`config.mk`:
```
export PLATFORM = sky130hd
export DESIGN_NAME = usspi_core
export DESIGN_NICKNAME = d
export VERILOG_FILES = /design/src/rtl/usspi_baud.v /design/src/rtl/usspi_core.v
export VERILOG_INCLUDE_DIRS = /design/src /design/src/rtl
export SDC_FILE = /design/constraint.sdc
export NUM_CORES = 1
export LEC_CHECK = 0
export BUFFER_PORTS_ARGS = -buffer_cell sky130_fd_sc_hd__clkbuf_2
export CORE_ASPECT_RATIO = 1.2
export CORE_MARGIN = 2
export CORE_UTILIZATION = 55
export DETAILED_ROUTE_END_ITERATION = 10
export GPL_TIMING_DRIVEN = 0
export MAX_ROUTING_LAYER = met4
export PLACE_DENSITY = 0.84
export SLEW_MARGIN = 10
export SYNTH_ARGS = -nofsm -noshare
export SYNTH_HDL_FRONTEND = slang
export SYNTH_SLANG_ARGS = --single-unit
```
`constraint.sdc`:
```
create_clock -name CLK -period 5.1 [get_ports CLK]
set_input_delay 0.765 -clock CLK [delete_from_list [all_inputs] [get_ports CLK]]
set_output_delay 0.765 -clock CLK [all_outputs]
set_load 0.005 [all_outputs]
```
`src/rtl/usspi_regs.vh`:
```
// register map, field positions and reset values of the serial port
`ifndef USSPI_REGS_VH
`define USSPI_REGS_VH

`define USSPI_ADDR_W 8
`define USSPI_OFS_DATA 8'h08
`define USSPI_OFS_BAUD_LO 8'h09
`define USSPI_OFS_BAUD_HI 8'h0a
`define USSPI_OFS_SDCTRL 8'h0b
`define USSPI_OFS_CTRL_C 8'h0c
`define USSPI_OFS_CTRL_B 8'h0d
`define USSPI_OFS_STAT_A 8'h0e

// start_detect_control fields
`define USSPI_SD_RECEIVE_START_IRQ_ENABLE 7
`define USSPI_SD_RXS 6
`define USSPI_SD_START_FRAME_DETECT_ENABLE 5
// control C fields
`define USSPI_C_MODE_HI 7
`define USSPI_C_MODE_LO 6
`define USSPI_C_DORD 2
`define USSPI_C_CPHA 1
`define USSPI_C_CPOL 0
// control B fields
`define USSPI_B_RXCIE 7
`define USSPI_B_TXCIE 6
`define USSPI_B_UDRIE 5
`define USSPI_B_RXEN 4
`define USSPI_B_TXEN 3
// status A fields
`define USSPI_A_RXC 7
`define USSPI_A_TXC 6
`define USSPI_A_UDRE 5

`define USSPI_MODE_ASYNC 2'h0
`define USSPI_MODE_SYNC 2'h1
`define USSPI_MODE_MSPI 2'h3

`define USSPI_RST_BAUD 12'h000
`define USSPI_RST_SDCTRL 8'h00
`define USSPI_RST_CTRL_C 8'h06
`define USSPI_RST_CTRL_B 8'h00

`define USSPI_EDGES 4'hf
`define USSPI_RX_DEPTH 2

`endif

```
`src/rtl/usspi_baud.v`:
```
// bit-rate prescaler producing half-period ticks of the transfer clock
`timescale 1ns/1ns
`default_nettype none
module usspi_baud (
  input wire CLK, // system clock
  input wire RESET_N, // asynchronous reset, active low
  input wire CE, // clock enable
  input wire RUN, // count while high
  input wire RELOAD, // restart count from divisor
  input wire [11:0] DIVISOR, // divisor value
  output reg TICK // one-cycle pulse every divisor+1 cycles
);

  reg [11:0] cnt_q;

  always @(posedge CLK or negedge RESET_N) begin
    if (!RESET_N) begin
      cnt_q <= 12'h000;
      TICK <= 1'b0;
    end else if (CE) begin
      if (RELOAD || !RUN) begin
        cnt_q <= DIVISOR;
        TICK <= 1'b0;
      end else if (cnt_q == 12'h000) begin
        cnt_q <= DIVISOR;
        TICK <= 1'b1;
      end else begin
        cnt_q <= cnt_q - 12'h001;
        TICK <= 1'b0;
      end
    end
  end

endmodule // usspi_baud
`default_nettype wire

```
`src/rtl/usspi_core.v`:
```
// serial port core: register file, start detector and SPI/sync shifter
//
// The plain strobed port was left to the implementer.
`timescale 1ns/1ns
`default_nettype none
`include "usspi_regs.vh"
module usspi_core (
  input wire CLK, // system clock, 100 MHz
  input wire RESET_N, // asynchronous reset, active low
  input wire CE, // clock enable, freezes all state when low
  input wire [7:0] ADDR, // register address
  input wire [7:0] WDATA, // write data
  input wire WR, // write strobe
  input wire RD, // read strobe
  output reg [7:0] RDATA, // read data, valid the cycle after RD
  input wire GIE, // global interrupt enable
  input wire XCK_DIR, // transfer clock pin direction, 1 = output
  output wire XCK_O, // transfer clock out
  output wire XCK_OE_N, // transfer clock output enable, low drives
  output wire TXD, // serial data out
  input wire RXD, // serial data in
  output wire IRQ_RX_START, // receive-start interrupt request
  output wire IRQ_RX_DONE, // receive-complete interrupt request
  output wire IRQ_TX_DONE, // transmit-complete interrupt request
  output wire IRQ_DATA_EMPTY, // data register empty interrupt request
  output wire WAKE // wake request to the sleep controller
);

  localparam ST_IDLE = 2'b01;
  localparam ST_SHIFT = 2'b10;

  reg [11:0] baud_q;
  reg [7:0] sdctrl_q;
  reg [7:0] ctrl_c_q;
  reg [7:0] ctrl_b_q;
  reg [1:0] state_q;
  reg [7:0] txbuf_q;
  reg txfull_q;
  reg [7:0] tx_sh_q;
  reg [7:0] rx_sh_q;
  reg [3:0] edge_q;
  reg sck_q;
  reg txd_q;
  reg txc_q;
  reg rxs_q;
  reg rxd_prev_q;
  reg [7:0] rxbuf_q [0:`USSPI_RX_DEPTH-1];
  reg rd_ptr_q;
  reg wr_ptr_q;
  reg [1:0] rx_cnt_q;
  wire tick;

  wire [1:0] mode = ctrl_c_q[`USSPI_C_MODE_HI:`USSPI_C_MODE_LO];
  wire mspi = (mode == `USSPI_MODE_MSPI);
  wire sync = (mode == `USSPI_MODE_SYNC);
  wire cpol = ctrl_c_q[`USSPI_C_CPOL];
  // synchronous mode fixes LSB first and setup on the polarity edge
  wire cpha = mspi ? ctrl_c_q[`USSPI_C_CPHA] : 1'b1;
  wire dord = mspi ? ctrl_c_q[`USSPI_C_DORD] : 1'b1;
  wire txen = ctrl_b_q[`USSPI_B_TXEN];
  wire rxen = ctrl_b_q[`USSPI_B_RXEN];
  wire receive_start_irq_enable = sdctrl_q[`USSPI_SD_RECEIVE_START_IRQ_ENABLE];
  wire start_frame_detect_enable = sdctrl_q[`USSPI_SD_START_FRAME_DETECT_ENABLE];
  wire receive_complete_flag = (rx_cnt_q != 2'h0);

  wire wr_data = WR && (ADDR == `USSPI_OFS_DATA);
  wire wr_blo = WR && (ADDR == `USSPI_OFS_BAUD_LO);
  wire wr_bhi = WR && (ADDR == `USSPI_OFS_BAUD_HI);
  wire wr_sd = WR && (ADDR == `USSPI_OFS_SDCTRL);
  wire wr_c = WR && (ADDR == `USSPI_OFS_CTRL_C);
  wire wr_b = WR && (ADDR == `USSPI_OFS_CTRL_B);
  wire wr_a = WR && (ADDR == `USSPI_OFS_STAT_A);
  wire rd_data = RD && (ADDR == `USSPI_OFS_DATA);

  ////////////////////////////////////////////////////////////////////////
  // shifter control

  wire shifting = (state_q == ST_SHIFT);
  wire lead = ~edge_q[0];
  wire sample_edge = shifting && tick && (lead ^ cpha);
  wire setup_edge = shifting && tick && (lead ~^ cpha);
  wire last_edge = shifting && tick && (edge_q == `USSPI_EDGES);
  wire can_run = txen && (mspi || sync) && XCK_DIR;
  wire start_now = can_run && (txfull_q || wr_data) &&
    (!shifting || last_edge);
  wire [7:0] load_val = txfull_q ? txbuf_q : WDATA;
  wire [7:0] tx_next = dord ? {1'b0, tx_sh_q[7:1]} : {tx_sh_q[6:0], 1'b0};
  wire [7:0] rx_next = dord ? {RXD, rx_sh_q[7:1]} : {rx_sh_q[6:0], RXD};
  wire rx_push = last_edge && rxen;
  wire rx_pop = rd_data && receive_complete_flag;

  // only a low-byte write takes the divisor from the bus; otherwise the
  // stored value; a low-byte write reloads the count at once, even in a running frame
  wire [11:0] div_now = wr_blo ? {baud_q[11:8], WDATA} : baud_q;
  usspi_baud u_baud (
    .CLK(CLK),
    .RESET_N(RESET_N),
    .CE(CE),
    .RUN(shifting),
    .RELOAD(wr_blo),
    .DIVISOR(div_now),
    .TICK(tick)
  );

  always @(posedge CLK or negedge RESET_N) begin
    if (!RESET_N) begin
      state_q <= ST_IDLE;
      tx_sh_q <= 8'h00;
      rx_sh_q <= 8'h00;
      edge_q <= 4'h0;
      sck_q <= 1'b0;
      txd_q <= 1'b1;
      txfull_q <= 1'b0;
      txbuf_q <= 8'h00;
      txc_q <= 1'b0;
    end else if (CE) begin
      // transmit buffer: second level in front of the shifter
      if (start_now && !(wr_data && txfull_q)) begin
        txfull_q <= 1'b0;
      end else if (wr_data) begin
        txfull_q <= 1'b1;
      end
      if (wr_data) begin
        txbuf_q <= WDATA;
      end
      if (last_edge) begin
        txc_q <= 1'b1;
      end else if (wr_a && WDATA[`USSPI_A_TXC]) begin
        txc_q <= 1'b0;
      end
      case (state_q)
        ST_IDLE: begin
          sck_q <= cpol;
          edge_q <= 4'h0;
          if (start_now) begin
            state_q <= ST_SHIFT;
            tx_sh_q <= load_val;
            txd_q <= dord ? load_val[0] : load_val[7];
          end else begin
            txd_q <= 1'b1;
          end
        end
        ST_SHIFT: begin
          if (tick) begin
            sck_q <= ~sck_q;
            edge_q <= edge_q + 4'h1;
          end
          if (sample_edge) begin
            rx_sh_q <= rx_next;
          end
          if (setup_edge && (edge_q != 4'h0) && !last_edge) begin
            tx_sh_q <= tx_next;
            txd_q <= dord ? tx_next[0] : tx_next[7];
          end
          if (last_edge) begin
            edge_q <= 4'h0;
            if (start_now) begin
              tx_sh_q <= load_val;
              txd_q <= dord ? load_val[0] : load_val[7];
            end else begin
              state_q <= ST_IDLE;
              txd_q <= 1'b1;
            end
          end
          if (!can_run) begin
            state_q <= ST_IDLE;
          end
        end
        default: begin
          state_q <= ST_IDLE;
        end
      endcase
    end
  end

  ////////////////////////////////////////////////////////////////////////
  // receive buffer, two entries; on overflow the newest byte is lost

  // phase 0 ends on a setup edge: the byte is already whole in the shifter
  wire [7:0] rx_byte = sample_edge ? rx_next : rx_sh_q;
  wire do_push = rx_push && (rx_cnt_q != 2'h2 || rx_pop);

  genvar gi;
  generate
    for (gi = 0; gi < `USSPI_RX_DEPTH; gi = gi + 1) begin : g_rx
      always @(posedge CLK or negedge RESET_N) begin
        if (!RESET_N) begin
          rxbuf_q[gi] <= 8'h00;
        end else if (CE && do_push && (wr_ptr_q == gi)) begin
          rxbuf_q[gi] <= rx_byte;
        end
      end
    end
  endgenerate

  always @(posedge CLK or negedge RESET_N) begin
    if (!RESET_N) begin
      rd_ptr_q <= 1'b0;
      wr_ptr_q <= 1'b0;
      rx_cnt_q <= 2'h0;
    end else if (CE) begin
      if (!rxen) begin
        rd_ptr_q <= 1'b0;
        wr_ptr_q <= 1'b0;
        rx_cnt_q <= 2'h0;
      end else begin
        if (do_push) begin
          wr_ptr_q <= ~wr_ptr_q;
        end
        if (rx_pop) begin
          rd_ptr_q <= ~rd_ptr_q;
        end
        if (do_push && !rx_pop) begin
          rx_cnt_q <= rx_cnt_q + 2'h1;
        end else if (rx_pop && !do_push) begin
          rx_cnt_q <= rx_cnt_q - 2'h1;
        end
      end
    end
  end

  ////////////////////////////////////////////////////////////////////////
  // start-frame detector

  wire sd_active = !mspi;
  wire start_cond = sd_active && start_frame_detect_enable && rxd_prev_q && !RXD;

  always @(posedge CLK or negedge RESET_N) begin
    if (!RESET_N) begin
      rxd_prev_q <= 1'b1;
      rxs_q <= 1'b0;
    end else if (CE) begin
      rxd_prev_q <= RXD;
      if (start_cond) begin
        rxs_q <= 1'b1;
      end else if (wr_sd && WDATA[`USSPI_SD_RXS]) begin
        rxs_q <= 1'b0;
      end
    end
  end

  ////////////////////////////////////////////////////////////////////////
  // register writes and reads

  always @(posedge CLK or negedge RESET_N) begin
    if (!RESET_N) begin
      baud_q <= `USSPI_RST_BAUD;
      sdctrl_q <= `USSPI_RST_SDCTRL;
      ctrl_c_q <= `USSPI_RST_CTRL_C;
      ctrl_b_q <= `USSPI_RST_CTRL_B;
      RDATA <= 8'h00;
    end else if (CE) begin
      if (wr_blo) begin
        baud_q[7:0] <= WDATA;
      end
      if (wr_bhi) begin
        baud_q[11:8] <= WDATA[3:0];
      end
      if (wr_sd) begin
        sdctrl_q <= {WDATA[7], 1'b0, WDATA[5], 5'h00};
      end
      if (wr_c) begin
        ctrl_c_q <= WDATA;
      end
      if (wr_b) begin
        ctrl_b_q <= {WDATA[7:3], 3'h0};
      end
      if (RD) begin
        case (ADDR)
          `USSPI_OFS_DATA: RDATA <= receive_complete_flag ? rxbuf_q[rd_ptr_q] : 8'h00;
          `USSPI_OFS_BAUD_LO: RDATA <= baud_q[7:0];
          `USSPI_OFS_BAUD_HI: RDATA <= {4'h0, baud_q[11:8]};
          `USSPI_OFS_SDCTRL: RDATA <= {sdctrl_q[7], rxs_q, sdctrl_q[5],
            5'h00};
          `USSPI_OFS_CTRL_C: RDATA <= ctrl_c_q;
          `USSPI_OFS_CTRL_B: RDATA <= ctrl_b_q;
          `USSPI_OFS_STAT_A: RDATA <= {receive_complete_flag, txc_q, ~txfull_q, 5'h00};
          default: RDATA <= 8'h00;
        endcase
      end
    end
  end

  ////////////////////////////////////////////////////////////////////////
  // pins, interrupt requests and wake

  assign XCK_O = sck_q;
  assign XCK_OE_N = ~XCK_DIR;
  assign TXD = txd_q;
  assign IRQ_RX_START = receive_start_irq_enable && GIE && rxs_q && sd_active;
  assign IRQ_RX_DONE = ctrl_b_q[`USSPI_B_RXCIE] && GIE && receive_complete_flag;
  assign IRQ_TX_DONE = ctrl_b_q[`USSPI_B_TXCIE] && GIE && txc_q;
  assign IRQ_DATA_EMPTY = ctrl_b_q[`USSPI_B_UDRIE] && GIE && !txfull_q;
  assign WAKE = sd_active && start_frame_detect_enable &&
    ((receive_start_irq_enable && rxs_q) || (ctrl_b_q[`USSPI_B_RXCIE] && receive_complete_flag));

endmodule // usspi_core
`default_nettype wire

```
==> results of run 1 <==
## routing by layer
| layer | up-vias | share of wire | global-route usage |
|---|---|---|---|
| li1 | 2089 | - | - |
| met1 | 2278 | 0.40 | 0.3382 |
| met2 | 223 | 0.49 | 0.4481 |
| met3 | 58 | 0.067 | 0.05106 |
| met4 | 0 | 0.051 | 0.1512 |
| met5 | - | 0 | - |
## path summary, 6_finish.rpt
path | end | depth (start not counted)
worst min-delay path | rx_sh_q[3]$_DFFE_PN0P_ | 1
worst min register to register | RDATA[2]$_DFFE_PN0P_ | 2
worst max register to register | rxbuf_q[14]$_DFFE_PN0P_ | 6
max in group asynchronous | u_baud.cnt_q[10]$_DFFE_PN0P_ | 1
worst max-delay path | IRQ_DATA_EMPTY | 5
min in group CLK | RDATA[2]$_DFFE_PN0P_ | 2
## kinds of logic (layout without fill, tap and decap cells)
logic type	Yosys count	in the layout	share of synthesized area
simple gates	154	154	0.1428
xor+xnor	3	3	0.004628
fa+ha+maj	6	6	0.01322
mux	105	105	0.2032
buf+inv	42	97	0.03041
compound gates	119	119	0.1463
flops	104	104	0.4595
## cells in the mapped netlist (6+ instances only)
master and count:
a21oi_1 16, a22oi_1 6, a32oi_1 9, and3_1 12, buf_2 6, clkbuf_1 16, dfrtp_1 99, ha_1 6
inv_1 15, mux2_2 82, mux2i_1 23, nand2_1 49, nand3_1 11, nand4_1 8, nor2_1 25, nor2b_1 7
nor3_1 10, nor4_1 6, o21ai_0 33, o22a_1 9
## power by group through the flow
stage / clock network (uW) / logic [uW] / registers, uW
5_1_grt: 737 / 171 / 861
2_1_floorplan: 0 / 90.1 / 869
3_3_place_gp: 0 / 148 / 873
3_5_place_dp: 0 / 153 / 874
4_1_cts: 700 / 155 / 859
6_report: 706 / 157 / 859
## cell type report
| class | instances | share of cell area |
|---|---|---|
| Tap cell | 126 | 0.02490 |
| Clock buffer | 13 | 0.03952 |
| Buffer | 26 | 0.01778 |
| Inverter | 16 | 0.009484 |
| Multi-Input combinational cell | 387 | 0.4574 |
| Clock inverter | 3 | 0.006718 |
| Sequential cell | 104 | 0.4120 |
| Timing Repair Buffer | 39 | 0.03221 |
## sequential cells by signal, summed over array words and instances, names as in the netlist, 2 cells and up
signal,cells
txbuf_q,8
u_baud.cnt_q,12
edge_q,4
baud_q,12
RDATA,8
rxbuf_q,16
ctrl_c_q,8
tx_sh_q,8
ctrl_b_q,5
sdctrl_q,2
rx_cnt_q,2
rx_sh_q,8
state_q,2
## metrics by stage
step / setup WS, ps / power, uW
after floorplan: 2631 / 959.2
after global placement: 1943 / 1020
after detailed placement: 2097 / 1027
after CTS: 2407 / 1713
after global routing: 2280 / 1769
final: 2381 / 1722
## worst max-delay path, stage by stage (launching register included)
cell	delay [ps]
dfrtp_1	330
clkbuf_1	230
buf_1	510
inv_1	230
and3_1	200
clkbuf_2	100
==> impl_metrics.env, run 1 <==
export IMPL_multiInputGateArea_mm2=0.002897
export IMPL_seqPwrFrac=0.499
export IMPL_nNetsFinal=613
export IMPL_fillers=764
export IMPL_syn_nets=563
export IMPL_dp_cells=698
export IMPL_r2r_slack_ps=2440
export IMPL_initial_core_util=0.5673
export IMPL_status="complete, no violations"
export IMPL_wl_per_cell_um=20.60
export IMPL_crit_path_start="txfull_q$_DFFE_PN0P_"
export IMPL_remaining_drc_errors=0
export IMPL_syn_area_mm2=0.005678
export IMPL_yosysTopAreaCell="dfrtp_1"
export IMPL_seq_area_mm2=0.002609
export IMPL_cts_num_sinks=104
export IMPL_syn_area_per_cell_um2=10.65
export IMPL_rr_startpoint="ctrl_c_q[6]$_DFFE_PN0P_"
export IMPL_via_count=4648
export IMPL_grt_total_usage=0.2794
export IMPL_async_flop_share=1.000
export IMPL_fin_cells=714
export IMPL_crit_arrival_ps=1950
export IMPL_detailed_place_hpwl_mm=10.47
export IMPL_hold_slack_ps=494.5
export IMPL_drive_gt1_frac=0.2653
export IMPL_cts_max_path_buffers=2
export IMPL_worst_slew_pin_slew_ps=824.3
export IMPL_switchingPower_uw=429.3
export IMPL_critical_path_max_fanout=10
export IMPL_stdcell_area_mm2=0.006332
export IMPL_dpl_cell_area_mm2=0.006040
export IMPL_intPower_uw=1293
export IMPL_grt_pass1_vias=4617
export IMPL_grt_max_degree=105
export IMPL_cts_tree="built"
export IMPL_cts_root_buf="clkbuf_16"
export IMPL_row_count=40
export IMPL_htree_num_levels=3
export IMPL_synth_seq_cells=104
export IMPL_viasPerCell=6.510
export IMPL_yosys_warnings=0
export IMPL_die_width_um=96.75
export IMPL_cp_end_kind="output pin"
export IMPL_fp_dieH_um=115.3
export IMPL_worstSetupStartpointType="flop"
export IMPL_hold_viol=0
export IMPL_p_comb_frac=0.091
export IMPL_hold_path_class="in -> async"
export IMPL_grt_ovfl_total=0
export IMPL_gp_congestion=0.9207
export IMPL_io_buffer_count=39
export IMPL_cts_hold_buf=0
export IMPL_synth_flop_cell="dfrtp_1"
export IMPL_rsz0062_at_grt="no"
export IMPL_io_pins=40
export IMPL_synth_top_area_frac=0.4363
export IMPL_pwr_share_clk=0.410
export IMPL_final_common_cell="dfrtp_1"
export IMPL_clk_latency_ps=360
export IMPL_p_leak_uw=0.002887
export IMPL_final_cell_mix="dfrtp_1 (99), mux2_2 (82), nand2_1 (49)"
export IMPL_maxSlewViolCount=0
export IMPL_post_route_min_period_ps=2719
export IMPL_first_pass_iters=7
export IMPL_finalSetupTns_ps=0
export IMPL_synth_seq_area_share=0.4595
export IMPL_synth_top_cells_by_area="dfrtp_1 (44%), mux2_2 (16%), mux2i_1 (4.1%), nand2_1 (3.2%), o21ai_0 (2.9%)"
export IMPL_fmax_mhz=367.8
export IMPL_min_period_over_period=0.5331
export IMPL_drtIter0Drc=392
export IMPL_post_route_util=0.6326
export IMPL_syn_inst=533
export IMPL_setup_violations=0
export IMPL_grt_antenna_before_repair=0
export IMPL_area_delta_synth_final_pct=11.52
export IMPL_core_area_mm2=0.01001
export IMPL_powerDensity_mw_per_mm2=272.0
export IMPL_ant_nets=0
export IMPL_slew_headroom=0.4505
export IMPL_required_ps=4340
export IMPL_cts_repair_resized=0
export IMPL_diodes=0
export IMPL_clock_skew_ps=10.61
export IMPL_swShare=0.2492
export IMPL_grt_pass1_wl_mm=24.07
export IMPL_yosysUniqueCellTypes=60
export IMPL_cts_buffers=9
export IMPL_post_cts_buffers=0
export IMPL_drv_cap=0
export IMPL_die_area_mm2=0.01116
export IMPL_wl_mm=14.71
export IMPL_vdd_drop_max_uv=203.8
export IMPL_worstSetupPathType="reg -> out"
export IMPL_path_clk_slew_ps=70
export IMPL_synth_edff_count=0
(Power assumes the default switching activity.)
==> run 2, diff against run 1 <==
--- a/config.mk
+++ b/config.mk
@@ -6,6 +6,7 @@
 export SDC_FILE = /design/constraint.sdc
 export NUM_CORES = 1
 export LEC_CHECK = 0
+export ABC_AREA = 1
 export BUFFER_PORTS_ARGS = -buffer_cell sky130_fd_sc_hd__clkbuf_2
 export CORE_ASPECT_RATIO = 1.2
 export CORE_MARGIN = 2
@@ -13,7 +14,7 @@
 export DETAILED_ROUTE_END_ITERATION = 10
 export GPL_TIMING_DRIVEN = 0
 export MAX_ROUTING_LAYER = met4
-export PLACE_DENSITY = 0.84
+export PLACE_DENSITY = 0.87
 export SLEW_MARGIN = 10
 export SYNTH_ARGS = -nofsm -noshare
 export SYNTH_HDL_FRONTEND = slang
==> constraint.sdc (replaced) <==
create_clock -name CLK -period 2.3 [get_ports CLK]
set_input_delay 0.345 -clock CLK [delete_from_list [all_inputs] [get_ports CLK]]
set_output_delay 0.345 -clock CLK [all_outputs]
set_load 0.005 [all_outputs]
==> run 2 against run 1 <==
Area after synthesis up 1.6%. Utilization is 0.30 points higher. Die area grew 1.6%. Critical path depth grew 6. Wire length decreased by 0.22%. Flip-flop and latch count did not move. Sequential share of layout area down 0.60 points. Synthesized cell count is 47% higher. Global-route usage is 0.30 points higher.
==> impl_metrics.env, run 2 <==
export IMPL_grt_ovfl_total=0
export IMPL_syn_inst=781
export IMPL_slowest_stage="dfstp_2"
export IMPL_diodes=0
export IMPL_syn_area_per_cell_um2=7.389
export IMPL_via_count=5498
export IMPL_reg_top3="rxbuf_q: 16 flops, baud_q: 12 flops, u_baud.cnt_q: 12 flops"
export IMPL_clock_skew_ps=10.08
export IMPL_yosysTopAreaCell="dfrtp_1"
export IMPL_cts_buffers=9
export IMPL_stdcell_area_mm2=0.006426
export IMPL_cp_top_family="simple AND/OR/NAND/NOR gates"
export IMPL_row_count=40
export IMPL_drtIter0Drc=503
export IMPL_cts_num_sinks=104
export IMPL_maxSlewViolCount=0
export IMPL_cts_hold_buf=0
export IMPL_detailed_place_hpwl_mm=10.51
export IMPL_viasPerCell=5.715
export IMPL_fmax_mhz=460.5
export IMPL_post_route_util=0.6356
export IMPL_drv_cap=0
export IMPL_max_flop_register="rxbuf_q"
export IMPL_synth_seq_area_share=0.4521
export IMPL_cp_depth=11
export IMPL_htree_num_levels=3
export IMPL_final_cell_mix="nand2_1 (276), dfrtp_1 (99), o21ai_0 (94)"
export IMPL_dpl_cell_area_mm2=0.006132
export IMPL_die_width_um=97.51
export IMPL_post_cts_buffers=0
export IMPL_grt_total_usage=0.2824
export IMPL_fp_dieH_um=116.2
export IMPL_rsz0062_at_grt="no"
export IMPL_die_area_mm2=0.01133
export IMPL_critical_path_max_fanout=10
export IMPL_p_leak_uw=0.003072
export IMPL_cpMostUsedCell="nand2_1"
export IMPL_powerDensity_mw_per_mm2=890.8
export IMPL_worstSetupPathType="reg -> reg"
export IMPL_synth_flop_cell="dfrtp_1"
export IMPL_syn_area_mm2=0.005771
export IMPL_multiInputGateArea_mm2=0.002773
export IMPL_largest_reg_flops=16
export IMPL_grt_pass1_vias=5119
export IMPL_cts_tree="built"
export IMPL_first_pass_iters=5
export IMPL_grt_pass1_wl_mm=24.76
export IMPL_cp_end_kind="flop"
export IMPL_cts_root_buf="clkbuf_16"
export IMPL_io_pins=40
export IMPL_drive_gt1_frac=0.1184
export IMPL_core_area_mm2=0.01011
export IMPL_wl_per_cell_um=15.25
export IMPL_gp_congestion=0.9241
export IMPL_path_clk_slew_ps=80
export IMPL_wl_mm=14.67
export IMPL_synth_top_cells_by_area="dfrtp_1 (43%), nand2_1 (18%), o21ai_0 (8.2%), inv_1 (4.4%), nand3_1 (3.5%)"
export IMPL_status="complete, no violations"
export IMPL_fin_ws_ps=128.5
export IMPL_worstSetupStartpointType="flop"
export IMPL_hold_viol=0
export IMPL_cts_repair_resized=0
export IMPL_worst_slew_pin_slew_ps=808.9
export IMPL_synth_top_area_frac=0.4293
export IMPL_synth_seq_cells=104
export IMPL_remaining_drc_errors=0
export IMPL_seq_area_mm2=0.002609
export IMPL_cts_max_path_buffers=2
export IMPL_required_ps=2560
export IMPL_dp_slack_ps=199.7
export IMPL_synth_edff_count=0
export IMPL_r2r_cells=11
export IMPL_nNetsFinal=861
export IMPL_ant_nets=0
export IMPL_io_buffer_count=39
export IMPL_hold_path_class="in -> async"
export IMPL_post_route_min_period_ps=2172
export IMPL_grt_max_degree=105
export IMPL_area_delta_synth_final_pct=11.36
export IMPL_min_period_over_period=0.9441
export IMPL_async_flop_share=1.000
export IMPL_yosys_warnings=0
export IMPL_slew_headroom=0.4607
export IMPL_crit_buf_inv=3
export IMPL_fillers=927
export IMPL_yosysUniqueCellTypes=39
export IMPL_final_common_cell="nand2_1"
export IMPL_vdd_drop_max_uv=419.4
export IMPL_clk_latency_ps=370
export IMPL_worstPathCellList="inv_1 > ha_1 > buf_4 > inv_1 > nor2_2 > nor2_1 > nand2_1 > nand2_1 > nand3_1 > nand2_1 > nand2_1"
export IMPL_synth_common_cells="nand2_1 (276), dfrtp_1 (99), o21ai_0 (94)"
export IMPL_grt_antenna_before_repair=0
export IMPL_syn_nets=811
export IMPL_slowest_delay_ps=560
export IMPL_setup_violations=0
export IMPL_crit_arrival_ps=2430
export IMPL_synth_most_common_cell="nand2_1"
export IMPL_initial_core_util=0.5708
[run 2: cell families after synthesis]
logic type      count (synthesis)  synth area share
xor+xnor                        7           0.01062
flops                         104            0.4521
simple gates                  411            0.3111
buf+inv                        94           0.06743
fa+ha+maj                       6           0.01301
mux                             2          0.003469
compound gates                157            0.1422
[run 2: layer usage]
metal / GRT usage / routed length (um) / vias up
met2: 0.4395 / 6773 / 248
li1: - / - / 2650
met3: 0.05446 / 1106 / 45
met4: 0.1333 / 559 / 0
met5: - / 0 / -
met1: 0.3613 / 6233 / 2555
[run 2: worst reg2reg max path: cells and delay by family, from the launching register on]
family,cells,cell delay (ps)
adder cells (fa/ha/maj),1,180
AND/OR/NAND/NOR,7,950
buffers and inverters,3,390
flip-flops,1,560
[run 2: final cells by class]
| type | count | share of cell area |
|---|---|---|
| Clock inverter | 7 | 0.01071 |
| Multi-Input combinational cell | 583 | 0.4315 |
| Sequential cell | 104 | 0.4060 |
| Tap cell | 126 | 0.02453 |
| Clock buffer | 9 | 0.03505 |
| Buffer | 21 | 0.01791 |
| Inverter | 73 | 0.04264 |
| Timing Repair Buffer | 39 | 0.03174 |
[run 2: worst paths after layout]
path	startpoint	end	slack (ps)
max reg2reg	state_q[0]$_DFFE_PN1P_	tx_sh_q[4]$_DFFE_PN0P_	130
max	state_q[0]$_DFFE_PN1P_	tx_sh_q[4]$_DFFE_PN0P_	130
min in group CLK	WDATA[2]	txbuf_q[2]$_DFFE_PN0P_	210
min	RESET_N	rx_sh_q[6]$_DFFE_PN0P_	60
min reg2reg	RDATA[6]$_DFFE_PN0P_	RDATA[6]$_DFFE_PN0P_	490
max in group asynchronous	RESET_N	u_baud.cnt_q[3]$_DFFE_PN0P_	1670
[run 2: metrics by stage]
stage                     TNS (ps)  hold slack (ps)  power, uW  instances
after floorplan                  0            49.41       3706        781
after global placement      -47920            465.2       4104        946
after detailed placement         0            472.5       4162        946
after CTS                        0            120.8       5699        962
after global routing             0            143.2       6086        962
final                            0            56.05       5724        962
[run 2: report_power, final]
group	switching, uW	internal [uW]
logic	1190	655
registers	239	2090
clock network	781	770
